`config.mk`:
```
export PLATFORM = sky130hd
export DESIGN_NAME = rcm_receive
export DESIGN_NICKNAME = d
export VERILOG_FILES = /design/src/common/rcm_pkg.sv /design/src/logic/rcm_receive.sv /design/src/logic/rcm_tick.sv
export SDC_FILE = /design/constraint.sdc
export NUM_CORES = 1
export LEC_CHECK = 0
export BUFFER_PORTS_ARGS = -buffer_cell sky130_fd_sc_hd__buf_2
export CAP_MARGIN = 20
export CORE_AREA = 2 2 175 177
export DETAILED_ROUTE_END_ITERATION = 6
export DIE_AREA = 0 0 177 179
export GPL_ROUTABILITY_DRIVEN = 0
export GPL_TIMING_DRIVEN = 0
export MAX_ROUTING_LAYER = met4
export PLACE_DENSITY = 0.76
export SKIP_LAST_GASP = 1
export SLEW_MARGIN = 10
export SYNTH_ARGS = -nofsm -noshare
export SYNTH_HDL_FRONTEND = slang
export SYNTH_HIERARCHICAL = 1
export SYNTH_SLANG_ARGS = --single-unit
```
`constraint.sdc`:
```
create_clock -name pclk -period 3.93 [get_ports pclk]
set_input_delay 0.786 -clock pclk [delete_from_list [all_inputs] [get_ports pclk]]
set_output_delay 0.786 -clock pclk [all_outputs]
set_load 0.05 [all_outputs]
```
`src/common/rcm_pkg.sv`:
```
// Shared constants and types for the receive command block.
// Assumes a 200 MHz pclk and a 32-bit APB register bus.
package rcm_pkg;

   // ----------------------------------------------------------
   // Command and timing
   // ----------------------------------------------------------
   localparam logic [7:0]  RCM_CMD_RECEIVE  = 8'h30;
   localparam int unsigned RCM_TICK_NS      = 10_000_000; // 10 ms
   localparam int unsigned RCM_PCLK_NS      = 5;          // 200 MHz
   localparam int unsigned RCM_TICK_CYCLES  = RCM_TICK_NS / RCM_PCLK_NS;

   // ----------------------------------------------------------
   // Register offsets (byte addresses)
   // ----------------------------------------------------------
   localparam int unsigned RCM_AW           = 8;
   localparam logic [7:0]  RCM_OFF_CMD      = 8'h00;
   localparam logic [7:0]  RCM_OFF_LEN      = 8'h04;
   localparam logic [7:0]  RCM_OFF_ADDR     = 8'h08;
   localparam logic [7:0]  RCM_OFF_PCTL     = 8'h0c;
   localparam logic [7:0]  RCM_OFF_PTMO     = 8'h10;
   localparam logic [7:0]  RCM_OFF_CTRL     = 8'h14;
   localparam logic [7:0]  RCM_OFF_STATUS   = 8'h18;
   localparam logic [7:0]  RCM_OFF_IRQ_STAT = 8'h1c;
   localparam logic [7:0]  RCM_OFF_IRQ_CLR  = 8'h20;
   localparam logic [7:0]  RCM_OFF_IRQ_EN   = 8'h24;
   localparam logic [7:0]  RCM_OFF_MODEM    = 8'h28;
   localparam logic [31:0] RCM_RST_WORD     = 32'h0000_0000;
   localparam int unsigned RCM_CTRL_GO_BIT  = 0;

   // ----------------------------------------------------------
   // Parameter word fields
   // ----------------------------------------------------------
   localparam int unsigned RCM_MOUT_W       = 5;  // New modem outputs <4:0>
   localparam int unsigned RCM_MIN_W        = 7;  // Modem inputs <15:9>
   localparam int unsigned RCM_MC_CHG_BIT   = 7;
   localparam int unsigned RCM_MC_CHK_BIT   = 8;
   localparam int unsigned RCM_MC_REQ_LSB   = 9;
   localparam int unsigned RCM_MC_MEN_BIT   = 16;
   localparam int unsigned RCM_MC_MASK_LSB  = 17;
   localparam int unsigned RCM_TMO_W        = 16; // Timeout <15:0>

   // ----------------------------------------------------------
   // Interrupt bits and results
   // ----------------------------------------------------------
   localparam int unsigned RCM_IRQ_W        = 2;
   localparam int unsigned RCM_IRQ_DONE     = 0;
   localparam int unsigned RCM_IRQ_TMO      = 1;

   typedef enum logic [1:0] {
      RCM_RES_OK      = 2'h0,
      RCM_RES_TIMEOUT = 2'h1,
      RCM_RES_OVERRUN = 2'h2,
      RCM_RES_BADCMD  = 2'h3
   } rcm_result_t;

   // APB request from the master
   typedef struct packed {
      logic              psel;
      logic              penable;
      logic              pwrite;
      logic [RCM_AW-1:0] paddr;
      logic [31:0]       pwdata;
   } rcm_apb_req_t;

   // Byte write into host memory
   typedef struct packed {
      logic        valid;
      logic [31:0] addr;
      logic [7:0]  data;
   } rcm_mem_wr_t;

endpackage : rcm_pkg

```
`src/logic/rcm_receive.sv`:
```
// Receive-data command interpreter with modem output setting and modem input gating.
// Assumes APB master on pclk, byte stream source and a host-memory byte write port.
`timescale 1ns/1ps

// Contract
// [RULE1] Command code 30 hex selects the receive-data operation.
// [RULE2] Length field gives buffer size, address field its host location.
// [RULE3] Host supplies one contiguous buffer; bytes are written sequentially.
// [RULE4] Response only when reception ends or an error occurs.
// [RULE5] Completion writes result status and overwrites length with bytes received.
// [RULE6] Options come in two 32-bit words: modem control and modem timeout.
// [RULE7] With change enabled, drive modem outputs from bits 4..0 before receiving.
// [RULE8] Host changes modem outputs in transmit or receive commands, not both.
// [RULE9] No fixed order between transmit and receive; incoming data decides.
// [RULE10] Modem output field applied only when bit 7 is set.
// [RULE11] Modem inputs checked only when bit 8 is set.
// [RULE12] Reception waits until modem inputs match required bits 15..9; with bit 16 clear the code compares no bit, so any inputs match.
// [RULE13] Required bits 9 and 11 are looped test inputs.
// [RULE14] Mask byte used only with bit 16; bits 17..23 enable bits 9..15.
// [RULE15] Wait limited by timeout bits 15..0 in 10 ms units.
// [RULE16] Unmet conditions at limit abandon command with timeout status.
// [RULE17] Timeout zero means wait forever, never time out.
// [RULE18] 10 ms tick from clock; load count at wait start, decrement per tick.
module rcm_receive #(
   parameter int unsigned TICK_CYCLES = rcm_pkg::RCM_TICK_CYCLES
) (
   input  wire logic                             pclk,
   input  wire logic                             presetn,
   input  wire rcm_pkg::rcm_apb_req_t            apb_req,
   output logic [31:0]                           prdata,
   output logic                                  pready,
   output logic                                  pslverr,
   input  wire logic                             rx_valid,
   input  wire logic [7:0]                       rx_data,
   input  wire logic                             rx_last,
   output logic                                  rx_ready,
   output rcm_pkg::rcm_mem_wr_t                  mem_wr,
   input  wire logic                             mem_ready,
   input  wire logic [rcm_pkg::RCM_MIN_W-1:0]    modem_in,
   output logic [rcm_pkg::RCM_MOUT_W-1:0]        modem_out,
   output logic                                  busy,
   output logic                                  irq
);
   import rcm_pkg::*;

   // ----------------------------------------------------------
   // Types and state
   // ----------------------------------------------------------
   typedef enum logic [1:0] {
      ST_IDLE = 2'b00,
      ST_SET  = 2'b01,
      ST_WAIT = 2'b11,
      ST_RECV = 2'b10
   } rcm_fsm_t;

   typedef struct packed {
      rcm_fsm_t                 state;
      logic [7:0]               cmd;
      logic [31:0]              len;
      logic [31:0]              addr;
      logic [31:0]              pctl;
      logic [31:0]              ptmo;
      logic                     busy;
      rcm_result_t              result;
      logic [31:0]              rxcnt;
      logic                     last;
      logic [RCM_TMO_W-1:0]     tmo;
      logic [RCM_IRQ_W-1:0]     irq_stat;
      logic [RCM_IRQ_W-1:0]     irq_en;
      logic                     irq;
      logic [RCM_MOUT_W-1:0]    modem_out;
      logic                     rx_ready;
      rcm_mem_wr_t              mem;
      logic [31:0]              prdata;
      logic                     pready;
      logic                     pslverr;
   } rcm_state_t;

   rcm_state_t           s_ff;
   rcm_state_t           nxt_s;
   logic                 tick;
   logic [RCM_IRQ_W-1:0] irq_set;
   logic [RCM_IRQ_W-1:0] irq_clr;

   // ----------------------------------------------------------
   // Helper functions
   // ----------------------------------------------------------

   // True for every register offset the block decodes
   function automatic logic addr_known(input logic [RCM_AW-1:0] a);
      return (a == RCM_OFF_CMD)      || (a == RCM_OFF_LEN)     ||
             (a == RCM_OFF_ADDR)     || (a == RCM_OFF_PCTL)    ||
             (a == RCM_OFF_PTMO)     || (a == RCM_OFF_CTRL)    ||
             (a == RCM_OFF_STATUS)   || (a == RCM_OFF_IRQ_STAT) ||
             (a == RCM_OFF_IRQ_CLR)  || (a == RCM_OFF_IRQ_EN)  ||
             (a == RCM_OFF_MODEM);
   endfunction : addr_known

   // Modem inputs agree with the required states on every significant bit
   function automatic logic modem_match(input logic [31:0] p,
                                        input logic [RCM_MIN_W-1:0] min);
      logic [RCM_MIN_W-1:0] req;
      logic [RCM_MIN_W-1:0] msk;
      req = p[RCM_MC_REQ_LSB +: RCM_MIN_W]; // [RULE12] [RULE13]
      msk = p[RCM_MC_MEN_BIT] ? p[RCM_MC_MASK_LSB +: RCM_MIN_W] : '0; // [RULE14]
      return ((min ^ req) & msk) == '0;
   endfunction : modem_match

   // Hand the command back: idle state, result and received length
   function automatic rcm_state_t finish(input rcm_state_t x, input rcm_result_t r);
      rcm_state_t y;
      y          = x;
      y.state    = ST_IDLE;
      y.busy     = 1'b0;
      y.result   = r;        // [RULE5]
      y.len      = x.rxcnt;  // [RULE5]
      y.rx_ready = 1'b0;
      return y;
   endfunction : finish

   // ----------------------------------------------------------
   // 10 ms tick, phase restarted outside the modem wait
   // ----------------------------------------------------------
   rcm_tick #(
      .TICK_CYCLES (TICK_CYCLES)
   ) u_tick (
      .pclk    (pclk),
      .presetn (presetn),
      .restart (s_ff.state != ST_WAIT), // [RULE18]
      .tick    (tick)
   );

   // ----------------------------------------------------------
   // Next-state logic
   // ----------------------------------------------------------

   // Bus slave, command sequencer, receive path and interrupts
   always_comb begin
      nxt_s         = s_ff;
      irq_set       = '0;
      irq_clr       = '0;
      nxt_s.pready  = 1'b0;
      nxt_s.pslverr = 1'b0;

      // Setup phase: decode and register the answer for the access phase
      if (apb_req.psel && !apb_req.penable) begin
         nxt_s.pready  = 1'b1;
         nxt_s.pslverr = !addr_known(apb_req.paddr);
         nxt_s.prdata  = RCM_RST_WORD;
         if (!apb_req.pwrite) begin
            unique case (apb_req.paddr)
               RCM_OFF_CMD:      nxt_s.prdata = {24'h0, s_ff.cmd};
               RCM_OFF_LEN:      nxt_s.prdata = s_ff.len;
               RCM_OFF_ADDR:     nxt_s.prdata = s_ff.addr;
               RCM_OFF_PCTL:     nxt_s.prdata = s_ff.pctl;
               RCM_OFF_PTMO:     nxt_s.prdata = s_ff.ptmo;
               RCM_OFF_STATUS:   nxt_s.prdata = {27'h0, s_ff.busy, s_ff.state, s_ff.result};
               RCM_OFF_IRQ_STAT: nxt_s.prdata = {{(32-RCM_IRQ_W){1'b0}}, s_ff.irq_stat};
               RCM_OFF_IRQ_EN:   nxt_s.prdata = {{(32-RCM_IRQ_W){1'b0}}, s_ff.irq_en};
               RCM_OFF_MODEM:    nxt_s.prdata = {20'h0, modem_in, s_ff.modem_out};
               default:          nxt_s.prdata = RCM_RST_WORD;
            endcase
         end
      end

      // Access phase completes: writes take effect; command block locked while busy
      if (apb_req.psel && apb_req.penable && s_ff.pready && apb_req.pwrite) begin
         unique case (apb_req.paddr)
            RCM_OFF_CMD:     if (!s_ff.busy) nxt_s.cmd = apb_req.pwdata[7:0];
            RCM_OFF_LEN:     if (!s_ff.busy) nxt_s.len = apb_req.pwdata;   // [RULE2]
            RCM_OFF_ADDR:    if (!s_ff.busy) nxt_s.addr = apb_req.pwdata;  // [RULE2]
            RCM_OFF_PCTL:    if (!s_ff.busy) nxt_s.pctl = apb_req.pwdata;  // [RULE6]
            RCM_OFF_PTMO:    if (!s_ff.busy) nxt_s.ptmo = apb_req.pwdata;  // [RULE6]
            RCM_OFF_IRQ_CLR: irq_clr = apb_req.pwdata[RCM_IRQ_W-1:0];
            RCM_OFF_IRQ_EN:  nxt_s.irq_en = apb_req.pwdata[RCM_IRQ_W-1:0];
            RCM_OFF_CTRL: begin
               if (!s_ff.busy && apb_req.pwdata[RCM_CTRL_GO_BIT]) begin
                  nxt_s.state  = ST_SET;
                  nxt_s.busy   = 1'b1;
                  nxt_s.result = RCM_RES_OK;
                  nxt_s.rxcnt  = '0;
               end
            end
            default: ;
         endcase
      end

      // Command sequencer
      unique case (s_ff.state)
         ST_IDLE: ;
         ST_SET: begin
            if (s_ff.cmd != RCM_CMD_RECEIVE) begin // [RULE1]
               nxt_s   = finish(nxt_s, RCM_RES_BADCMD); // [RULE4]
               irq_set[RCM_IRQ_DONE] = 1'b1;
            end else begin
               if (s_ff.pctl[RCM_MC_CHG_BIT]) begin // [RULE10]
                  nxt_s.modem_out = s_ff.pctl[RCM_MOUT_W-1:0]; // [RULE7]
               end
               if (s_ff.pctl[RCM_MC_CHK_BIT]) begin // [RULE11]
                  nxt_s.state = ST_WAIT;
                  nxt_s.tmo   = s_ff.ptmo[RCM_TMO_W-1:0]; // [RULE15] [RULE18]
               end else begin
                  nxt_s.state    = ST_RECV;
                  nxt_s.rx_ready = 1'b1;
                  nxt_s.last     = 1'b0;
               end
            end
         end
         ST_WAIT: begin
            if (modem_match(s_ff.pctl, modem_in)) begin // [RULE12]
               nxt_s.state    = ST_RECV;
               nxt_s.rx_ready = 1'b1;
               nxt_s.last     = 1'b0;
            end else if (tick && s_ff.tmo != '0) begin // [RULE17]
               if (s_ff.tmo == RCM_TMO_W'(1)) begin
                  nxt_s = finish(nxt_s, RCM_RES_TIMEOUT); // [RULE16]
                  irq_set[RCM_IRQ_DONE] = 1'b1;
                  irq_set[RCM_IRQ_TMO]  = 1'b1;
               end else begin
                  nxt_s.tmo = s_ff.tmo - RCM_TMO_W'(1); // [RULE18]
               end
            end
         end
         ST_RECV: begin
            // Bytes are taken as they arrive, independent of any transmit work
            if (s_ff.mem.valid) begin
               if (mem_ready) begin
                  nxt_s.mem.valid = 1'b0;
                  if (s_ff.last) begin
                     nxt_s = finish(nxt_s, RCM_RES_OK); // [RULE4] [RULE9]
                     irq_set[RCM_IRQ_DONE] = 1'b1;
                  end else begin
                     nxt_s.rx_ready = 1'b1;
                  end
               end
            end else if (s_ff.rx_ready && rx_valid) begin
               nxt_s.rx_ready = 1'b0;
               if (s_ff.rxcnt >= s_ff.len) begin
                  nxt_s = finish(nxt_s, RCM_RES_OVERRUN); // [RULE4]
                  irq_set[RCM_IRQ_DONE] = 1'b1;
               end else begin
                  nxt_s.mem.valid = 1'b1;
                  nxt_s.mem.addr  = s_ff.addr + s_ff.rxcnt; // [RULE2] [RULE3]
                  nxt_s.mem.data  = rx_data;
                  nxt_s.last      = rx_last;
                  nxt_s.rxcnt     = s_ff.rxcnt + 32'd1;
               end
            end
         end
      endcase

      // Sticky status: a set in the same cycle as a clear wins
      nxt_s.irq_stat = (s_ff.irq_stat & ~irq_clr) | irq_set;
      nxt_s.irq      = |(nxt_s.irq_stat & nxt_s.irq_en);
   end

   // ----------------------------------------------------------
   // State register
   // ----------------------------------------------------------

   // All block state except the u_tick counter in one register
   always_ff @(posedge pclk or negedge presetn) begin
      if (!presetn) begin
         s_ff <= '0;
      end else begin
         s_ff <= nxt_s;
      end
   end

   // ----------------------------------------------------------
   // Outputs
   // ----------------------------------------------------------

   // Every output straight from the state register
   assign prdata    = s_ff.prdata;
   assign pready    = s_ff.pready;
   assign pslverr   = s_ff.pslverr;
   assign rx_ready  = s_ff.rx_ready;
   assign mem_wr    = s_ff.mem;
   assign modem_out = s_ff.modem_out;
   assign busy      = s_ff.busy;
   assign irq       = s_ff.irq;

endmodule : rcm_receive

```
`src/logic/rcm_tick.sv`:
```
// Restartable 10 ms tick generator for the modem wait timer, held at phase zero while restart is high.
// Assumes restart is synchronous to pclk.
`timescale 1ns/1ps
module rcm_tick #(
   parameter int unsigned TICK_CYCLES = rcm_pkg::RCM_TICK_CYCLES
) (
   input  wire logic pclk,
   input  wire logic presetn,
   input  wire logic restart,
   output logic      tick
);
   import rcm_pkg::*;

   localparam int unsigned CW = (TICK_CYCLES > 1) ? $clog2(TICK_CYCLES) : 1;

   typedef struct packed {
      logic [CW-1:0] cnt;
      logic          tick;
   } rcm_tick_st_t;

   rcm_tick_st_t tk_ff;
   rcm_tick_st_t nxt_tk;

   // ----------------------------------------------------------
   // Elaboration check
   // ----------------------------------------------------------
   if (TICK_CYCLES < 2) begin : g_bad
      $error("TICK_CYCLES must be at least 2");
   end

   // Count cycles, pulse once per period, restart clears phase
   always_comb begin
      nxt_tk      = tk_ff;
      nxt_tk.tick = 1'b0;
      if (restart) begin
         nxt_tk.cnt = '0;
      end else if (tk_ff.cnt == CW'(TICK_CYCLES - 1)) begin
         nxt_tk.cnt  = '0;
         nxt_tk.tick = 1'b1; // [RULE18]
      end else begin
         nxt_tk.cnt = tk_ff.cnt + CW'(1);
      end
   end

   // State register
   always_ff @(posedge pclk or negedge presetn) begin
      if (!presetn) begin
         tk_ff <= '0;
      end else begin
         tk_ff <= nxt_tk;
      end
   end

   assign tick = tk_ff.tick;

endmodule : rcm_tick

```
# Word-level counts from Yosys, hierarchy flattened
# Index checks and enable logic that the tools add are counted.
# word_totals
register_bits	298
input_bits	63
out_inout_bits	83
wordCells	169
# classes
add_sub_neg	4
magnitude_cmp	1
eq_ne	30
muxes	66
bitwise_logic	12
reduce_logical	32
# ops
cell	count
276-bit two-way mux	4
276-bit case mux with 3 select lines	1
32-bit two-way mux	9
32-bit case mux with 9 select lines	1
200-bit two-way mux	1
174-bit two-way mux	1
173-bit two-way mux	1
171-bit two-way mux	1
163-bit two-way mux	1
141-bit two-way mux	1
76-bit two-way mux	1
75-bit two-way mux	1
35-bit two-way mux	2
21-bit two-way mux	2
41-bit two-way mux	1
34-bit two-way mux	1
33-bit two-way mux	1
32-bit by 1-bit adder with 32-bit output (second input constant)	1
32-bit adder	1
8-bit by 5-bit == test with 1-bit output (second input constant)	4
32-bit greater-or-equal comparator	1
16-bit two-way mux	2
26-bit two-way mux	1
8-bit by 6-bit == test with 1-bit output (second input constant)	3
other kinds (38)	102

# Longest topological paths before layout
# Gate-level depths: netlist of run 1.
# logic_depth
word_depth	19
mapped_depth	13
depth_no_buf	10

# Modules after synthesis
# The synthesis of run 1 kept the hierarchy.
# modules_own_cells
module	n_inst	cells_per_inst	area_each_um2	seq_area_each_um2
rcm_receive	1	1673	16498.3	6906.6
rcm_tick	1	111	1108.6	550.5

# Worst setup path after synthesis of run 1
# OpenSTA, ideal clock, no wires.
# synth_timing
kind	in2reg
startpoint	input port apb_req[35] (netlist name)
endpoint	register s_ff[239] (netlist name)
setup_ns	0.121
arrival_ns	3.132
required_time_ns	3.809
setup_slack_ns	0.677
path_stages	10
n_path_buf	3
cell_sequence	clkbuf_1 > nor4b_1 > and2_1 > and3_1 > clkbuf_1 > clkbuf_1 > mux2i_1 > nand4_1 > nand3_1 > o21ai_2
# synth_lines
item	line_no	source
from (decl)	rcm_receive.sv:29	input wire rcm_pkg::rcm_apb_req_t apb_req,
to (signal assigned)	rcm_receive.sv:266	s_ff <= nxt_s;
to (decl)	rcm_receive.sv:79	rcm_state_t s_ff;

==> results of run 1 <==
[cell usage after synthesis (all sizes together), types with 27 or more instances]
master  count
nand2     164
dfrtp     298
nand4      35
a21o       27
nor2       84
clkbuf     76
mux2      110
buf        99
a21oi      76
ha         72
xor2       39
o21ai     103
a22oi      67
inv        67
a31oi      29
a22o       51
mux2i      38
nor3       33
nand3      60
[power by group]
part | switching, W | internal, W | total (W)
Sequential | 0.0000448 | 0.00310 | 0.00314
Clock | 0.00133 | 0.00196 | 0.00329
Combinational | 0.000417 | 0.000167 | 0.000583
[per-stage QoR]
step                hold WS (ns)  utilization  power, W  TNS (ns)
detailed placement         0.468        0.630   0.00376     -4.18
floorplan                  0.450            -   0.00350         0
finish                     0.156        0.670   0.00702         0
global route               0.189        0.670   0.00721  -0.00103
CTS                        0.170        0.669   0.00702         0
global placement           0.464        0.627   0.00374  -1065.40
[state kept, by name, summed over array words and instances, names as in the netlist]
register / cells
prdata: 32
busy: 1
s_ff: 193
modem_out: 5
irq: 1
rx_ready: 1
u_tick/tk_ff: 21
pslverr: 1
pready: 1
u_tick/tick: 1
mem_wr: 41
[repair_timing]
action                                  4_1_cts  5_1_grt
endpoints found under the setup margin       16       51
resized for setup                             2        8
buffers inserted                              0        2
cloned                                        0        0
pin swaps                                     0        1
[cells by family (layout without fill, tap and decap cells)]
family	Yosys count	count (layout)	synth area share
compound gates	491	491	0.199
xor+xnor	64	64	0.0318
fa+ha+maj	73	73	0.0523
buf+inv	242	454	0.0705
flops	298	298	0.424
mux	148	148	0.0920
simple gates	468	468	0.131
[final timing paths]
check	startpoint	to	slack, ns	cells after the start
worst min-delay path	presetn	mem_wr[0]$_DFFE_PN0P_	0.16	1
max in group asynchronous	presetn	prdata[3]$_DFFE_PN0P_	2.52	3
min in group pclk	u_tick/tk_ff[1]$_DFF_PN0_	u_tick/tk_ff[1]$_DFF_PN0_	0.48	1
worst max register to register	s_ff[132]$_DFF_PN0_	s_ff[107]$_DFF_PN0_	0.13	13
worst min register to register	u_tick/tk_ff[1]$_DFF_PN0_	u_tick/tk_ff[1]$_DFF_PN0_	0.48	1
worst max-delay path	s_ff[132]$_DFF_PN0_	s_ff[107]$_DFF_PN0_	0.13	13
[area by class of cell]
class | instances | area, um2 | area share
clock inverter | 14 | 168 | 0.00833
clock buffer | 49 | 988 | 0.0491
tap | 396 | 495 | 0.0246
timing repair buffer | 149 | 831 | 0.0413
buffer | 175 | 995 | 0.0494
inverter | 67 | 251 | 0.0125
multi-input combinational | 1244 | 8930 | 0.444
sequential | 298 | 7460 | 0.371
[worst max-delay path, cell delays in order, from the launching register on]
cell and delay [ns]:
dfrtp_1 0.49, ha_1 0.36, nand4_1 0.15, nor4_1 0.10
a221oi_1 0.36, o211ai_1 0.15, buf_4 0.18, or2_2 0.27
clkbuf_1 0.17, nor3_2 0.49, clkbuf_2 0.36, buf_2 0.31
a21oi_1 0.09, a31oi_1 0.20
[layer usage]
layer / up-vias / track usage / routed length, um
li1: 6904 / - / -
met3: 205 / 0.0543 / 4120
met1: 7463 / 0.434 / 21100
met5: - / - / 0
met2: 794 / 0.510 / 23600
met4: 0 / 0.194 / 3750
==> metrics.txt, run 1 <==
run status=finished, final reports clean; dpl cells=about 2,300; first-pass GRT wire length=between 70,000 and 80,000 um; TritonRoute pass-1 iters=6; hold buffer count at CTS=0; Tot GR Track Use=0.338; worst path required time=roughly 4.4 ns; Slew headroom=0.277; power per standard cell area=349 nW/um2; initial antenna violation count=0; critical path class=reg2reg; Reg clk slew, reported paths=approximately 0.06 ns; Critical Path Fanout Max=10; die span in x=between 150 and 200 um; worst path arrival time=~4.2 ns; Post-synth EDFFs=0; antenna viol nets, final=0; Synth top area share=0.424; Yosys cell types=between 80 and 90; final instance area=about 20,000 um2; DRT iter0 DRCs=between 1,500 and 2,000; setup ws final=~0.13 ns; largest area contributor in the netlist=dfrtp_1; Cell Count, Final, Fillers Out=approximately 2,400; largest cells by area after synthesis=dfrtp_1 42%, mux2_2 6.8%, ha_1 5.1%, nand2_1 3.5%, buf_4 3.4%; Nets=2,106; # rows=64; CTS buffer count=35; Worst Hold Class=in2async; Filler cells=approximately 2,400; GRT overflow=0; ANT cells=0; ys async rst share=1.00; # H-tree levels=2; FF+latch count, synth=298; initial core utilization=0.586; mean number of vias per cell=around 6.4; crit end category=register; Clock Sinks=298; Syn Nets=approximately 1,900; DIE AREA=around 32,000 um2; Most used DFF post-synth=dfrtp_1; # DRC=0; startpoint types=register; Synth Instances=~1,800; largest net degree at the start of global routing=92; Ys Warns=6; clk_lat worst skew=0.53 ns; skew final=0.0189 ns; Max Cap Viol=0; vias in the first global route=about 14,000; Tcrit/Tclk final=0.966; dpl ws=-0.338 ns; Mean Syn Cell Area=a little under 10 um2; vias=15,400; fmax=around 260 MHz; fraction of layout cells with a size suffix above 1=0.225; post-synthesis sequential area ratio=0.424; min Tclk post-route=around 3.8 ns; P_leak=around 9.7 nW; Post-DP Area=18,900 um2; Root Buffer=clkbuf_16; port buffer count=142; total wire length=52,600 um; dpl hpwl=~40,000 um; commonest non-fill, non-tap cells in the layout=298 x dfrtp_1, 164 x nand2_1, 149 x buf_2, 107 x mux2_2, 93 x o21ai_0; P&R area growth vs syn=14.2%; measured slew at the worst slew-check pin=1.08 ns; CTS tree=built; leading cell type in the layout, fill and taps excluded=dfrtp_1; Fin. Hold Viols=0; IO Count=around 150; WL per Instance=between 20 and 25 um; core area=roughly 30,000 um2; Mapped Area=17,600 um2; Max Slew Vio Count=0; peak supply drop=~0.34 mV; die height=about 180 um; Clock Path Buffers=3; Setup Viol. Count Final=0
Note: power is estimated with default switching activity, not from simulation.
==> inputs of run 2 (changes only) <==
--- a/config.mk
+++ b/config.mk
@@ -5,18 +5,18 @@
 export SDC_FILE = /design/constraint.sdc
 export NUM_CORES = 1
 export LEC_CHECK = 0
+export ABC_CLOCK_PERIOD_IN_PS = 3930
 export BUFFER_PORTS_ARGS = -buffer_cell sky130_fd_sc_hd__buf_2
 export CAP_MARGIN = 20
-export CORE_AREA = 2 2 175 177
+export CORE_AREA = 2 2 224 226
 export DETAILED_ROUTE_END_ITERATION = 6
-export DIE_AREA = 0 0 177 179
+export DIE_AREA = 0 0 226 228
 export GPL_ROUTABILITY_DRIVEN = 0
 export GPL_TIMING_DRIVEN = 0
 export MAX_ROUTING_LAYER = met4
-export PLACE_DENSITY = 0.76
+export PLACE_DENSITY = 0.48
 export SKIP_LAST_GASP = 1
 export SLEW_MARGIN = 10
 export SYNTH_ARGS = -nofsm -noshare
 export SYNTH_HDL_FRONTEND = slang
-export SYNTH_HIERARCHICAL = 1
 export SYNTH_SLANG_ARGS = --single-unit
==> run 2 against run 1 <==
Clock-buffer cell count is 8 higher. Sequential share of layout area is 0.27 points higher. Clock skew barely moved. Non-clock buffer count fell by 9. Total power increased by 4.8%. First-iteration DRC count decreased by 22%. Worst hold slack better by 0.0041 ns. Critical path type unchanged.
==> metrics.txt, run 2 <==
Syn Nets=1,812 (-5.6%); dpl cells=2,495 (+7.2%); Mean Syn Cell Area=10.1 um2 (+2.7%); commonest non-fill, non-tap cells in the layout=298 x dfrtp_1, 186 x nand2_1, 161 x buf_2, 105 x mux2_2, 81 x buf_4; power per standard cell area=368 nW/um2 (+5.6%); GRT overflow=0 (unchanged); vias=13,900 (-9.5%); dpl hpwl=43,700 um (+11%); fmax=282 MHz (+7.0%); Crit path buffers/inverters=3 (-1); final core area utilization=0.405 (-0.265); Max Slew Vio Count=0 (unchanged); Setup Viol. Count Final=0 (unchanged); Post-CTS Setup Repair Bufs=0 (unchanged); Power, Total=0.00735 W (+4.8%); leading cell type in the layout, fill and taps excluded=dfrtp_1; min Tclk post-route=3.55 ns (-0.247 ns); Worst Hold Class=in2async; clk_lat worst skew=0.57 ns (+0.04 ns); Synth top area share=0.439 (+0.0153); IO Count=146 (unchanged); critical path class=reg2reg; core area=49,300 um2 (+64%); Ys Warns=0 (-6); WL per Instance=22.6 um (+2.5%); mean number of vias per cell=5.42 (-16%); measured slew at the worst slew-check pin=1.08 ns (+0.00204 ns); # H-tree levels=2 (unchanged); total wire length=57,800 um (+10%); Fin. Hold Viols=0 (unchanged); Sw Ratio=0.250 (-0.00480); CTS buffer count=37 (+5.7%); Max Cap Viol=0 (unchanged); port buffer count=143 (+0.70%); startpoint types=register; Nets=1,999 (-5.1%); P_leak=9.54 nW (-1.6%); Synth Instances=1,676 (-6.1%); Tot GR Track Use=0.232 (-0.106); Post-synth EDFFs=0 (unchanged); initial antenna violation count=3 (+3); skew final=0.0188 ns (-0.000151 ns); Cell Count, Final, Fillers Out=2,565 (+7.2%); run status=finished, final reports clean; largest cells by area after synthesis=dfrtp_1 44%, mux2_2 7.0%, ha_1 5.3%, nand2_1 4.1%, buf_4 3.5%; Clock power frac=0.495 (+0.026); # rows=82 (+28%); Top reg by flops=s_ff; ys async rst share=1.00 (unchanged); Reg clk slew, reported paths=0.06 ns (about the same); Root Buffer=clkbuf_16; Most used DFF post-synth=dfrtp_1; Gate power share=0.076 (-0.007); die height=228 um (+27%); peak supply drop=0.202 mV (-41%); max reg flops=193 (unchanged); Clock Sinks=298 (unchanged); first-pass GRT wire length=86,800 um (+8.6%); unrepaired setup endpoints after global routing=no; final hold slack=0.160 ns (+0.00414 ns); cell with the most instances after synthesis=dfrtp_1; Mapped Area=17,000 um2 (-3.5%); CP max stage cell=nor4_1; cts repair resizes=0 (-2); Switch Pwr=0.00184 W (+2.8%); Flop pwr share=0.429 (-0.019); Filler cells=4,923 (+100%); initial core utilization=0.344 (-0.242); Clock Path Buffers=3 (unchanged); post-synthesis sequential area ratio=0.439 (+0.0153); largest area contributor in the netlist=dfrtp_1; # DRC=0 (unchanged); FF+latch count, synth=298 (unchanged); DIE AREA=51,500 um2 (+63%); fraction of layout cells with a size suffix above 1=0.238 (+0.0125); Internal=0.00552 W (+5.5%); Critical Path Fanout Max=10 (unchanged); crit end category=register; Yosys cell types=78 (-9.3%); antenna viol nets, final=0 (unchanged); top cells by instance count after synthesis=298 x dfrtp_1, 186 x nand2_1, 105 x mux2_2; die span in x=226 um (+28%); largest net degree at the start of global routing=99 (+7.6%); Slew headroom=0.275 (-0.00182); P&R area growth vs syn=17.5%; cell family with most CP delay=simple AND/OR/NAND/NOR gates; CTS tree=built; slowest stage delay, CP=0.57 ns (+0.08 ns); Cell Chain, Critical Path=ha_1 > nand4_1 > nor4_1 > nand2_1 > o21ai_2 > or3_1 > clkbuf_1 > buf_6 > buf_2 > nand2_1 > o41ai_2; most frequent CP cell=nand2_1; vias in the first global route=13,500 (-6.8%); worst path arrival time=4.00 ns (-0.21 ns); worst path required time=4.38 ns (+0.03 ns); DRT iter0 DRCs=1,273 (-22%); hold buffer count at CTS=0 (unchanged); Tcrit/Tclk final=0.903 (-0.0629); TritonRoute pass-1 iters=7 (+1)
## run 2: cell count changes in the layout (fill, tap and decap cells not counted), sizes merged, moves of 10 or more
cell and change:
a22oi -43, o21ai -42, a222oi +28, nand2 +22
o2bb2ai +18, nand4 -17, nand3 -16, o22ai -12
nor2 -11, clkbuf -10
## run 2: metrics by stage
step | cell area [um2] | setup TNS [ns] | setup slack [ns]
after floorplan | 17000 | 0 | 1.22
after global placement | 18500 | -1178.76 | -3.99
after detailed placement | 18700 | 0 | 0.217
after CTS | 20000 | 0 | 0.208
after global routing | 20000 | 0 | 0.170
final | 20000 | 0 | 0.380
## run 2: logic make-up after synthesis
family / share of synthesized area
AO/OA/AOI/OAI: 0.188
XOR/XNOR: 0.0283
adder cells (fa/ha/maj): 0.0542
buffers and inverters: 0.0719
flip-flops: 0.439
multiplexers: 0.0896
AND/OR/NAND/NOR: 0.129
## run 2: power by group through the flow
| stage | sequential [W] | combinational [W] | clock, W |
|---|---|---|---|
| 4_1_cts | 0.00316 | 0.000562 | 0.00372 |
| 2_1_floorplan | 0.00322 | 0.000271 | 0 |
| 3_3_place_gp | 0.00321 | 0.000547 | 0 |
| 6_report | 0.00316 | 0.000557 | 0.00364 |
| 5_1_grt | 0.00316 | 0.000606 | 0.00385 |
| 3_5_place_dp | 0.00321 | 0.000561 | 0 |
## run 2: routing by layer
metal | global-route usage | routed length (um) | vias up
met1 | 0.327 | 27100 | 6891
li1 | - | - | 6488
met4 | 0.0708 | 1670 | 0
met2 | 0.337 | 25300 | 444
met3 | 0.0430 | 3810 | 89
met5 | - | 0 | -
## run 2: final cells by class
cell class	instances	area, um2	share of cell area
multi-input cells	1152	8320	0.417
flip-flops and latches	298	7460	0.373
clock inverters	10	159	0.00796
repair buffers	148	827	0.0414
inverters	59	221	0.0111
diodes	2	5.00	0.000251
clock buffers	57	1130	0.0568
well taps	672	841	0.0421
plain buffers	167	1000	0.0501
## run 2: worst paths after layout
check / startpoint / to / slack [ns] / cells after the start
hold reg to reg: mem_wr[24]$_DFFE_PN0P_ / mem_wr[24]$_DFFE_PN0P_ / 0.48 / 2
hold / removal: presetn / u_tick.tk_ff[3]$_DFF_PN0_ / 0.16 / 1
setup / recovery: s_ff[130]$_DFF_PN0_ / mem_wr[34]$_DFFE_PN0P_ / 0.38 / 11
max in group asynchronous: presetn / mem_wr[39]$_DFFE_PN0P_ / 2.48 / 3
setup reg to reg: s_ff[130]$_DFF_PN0_ / mem_wr[34]$_DFFE_PN0P_ / 0.38 / 11
min in group pclk: rx_last / s_ff[102]$_DFFE_PN0P_ / 0.48 / 2
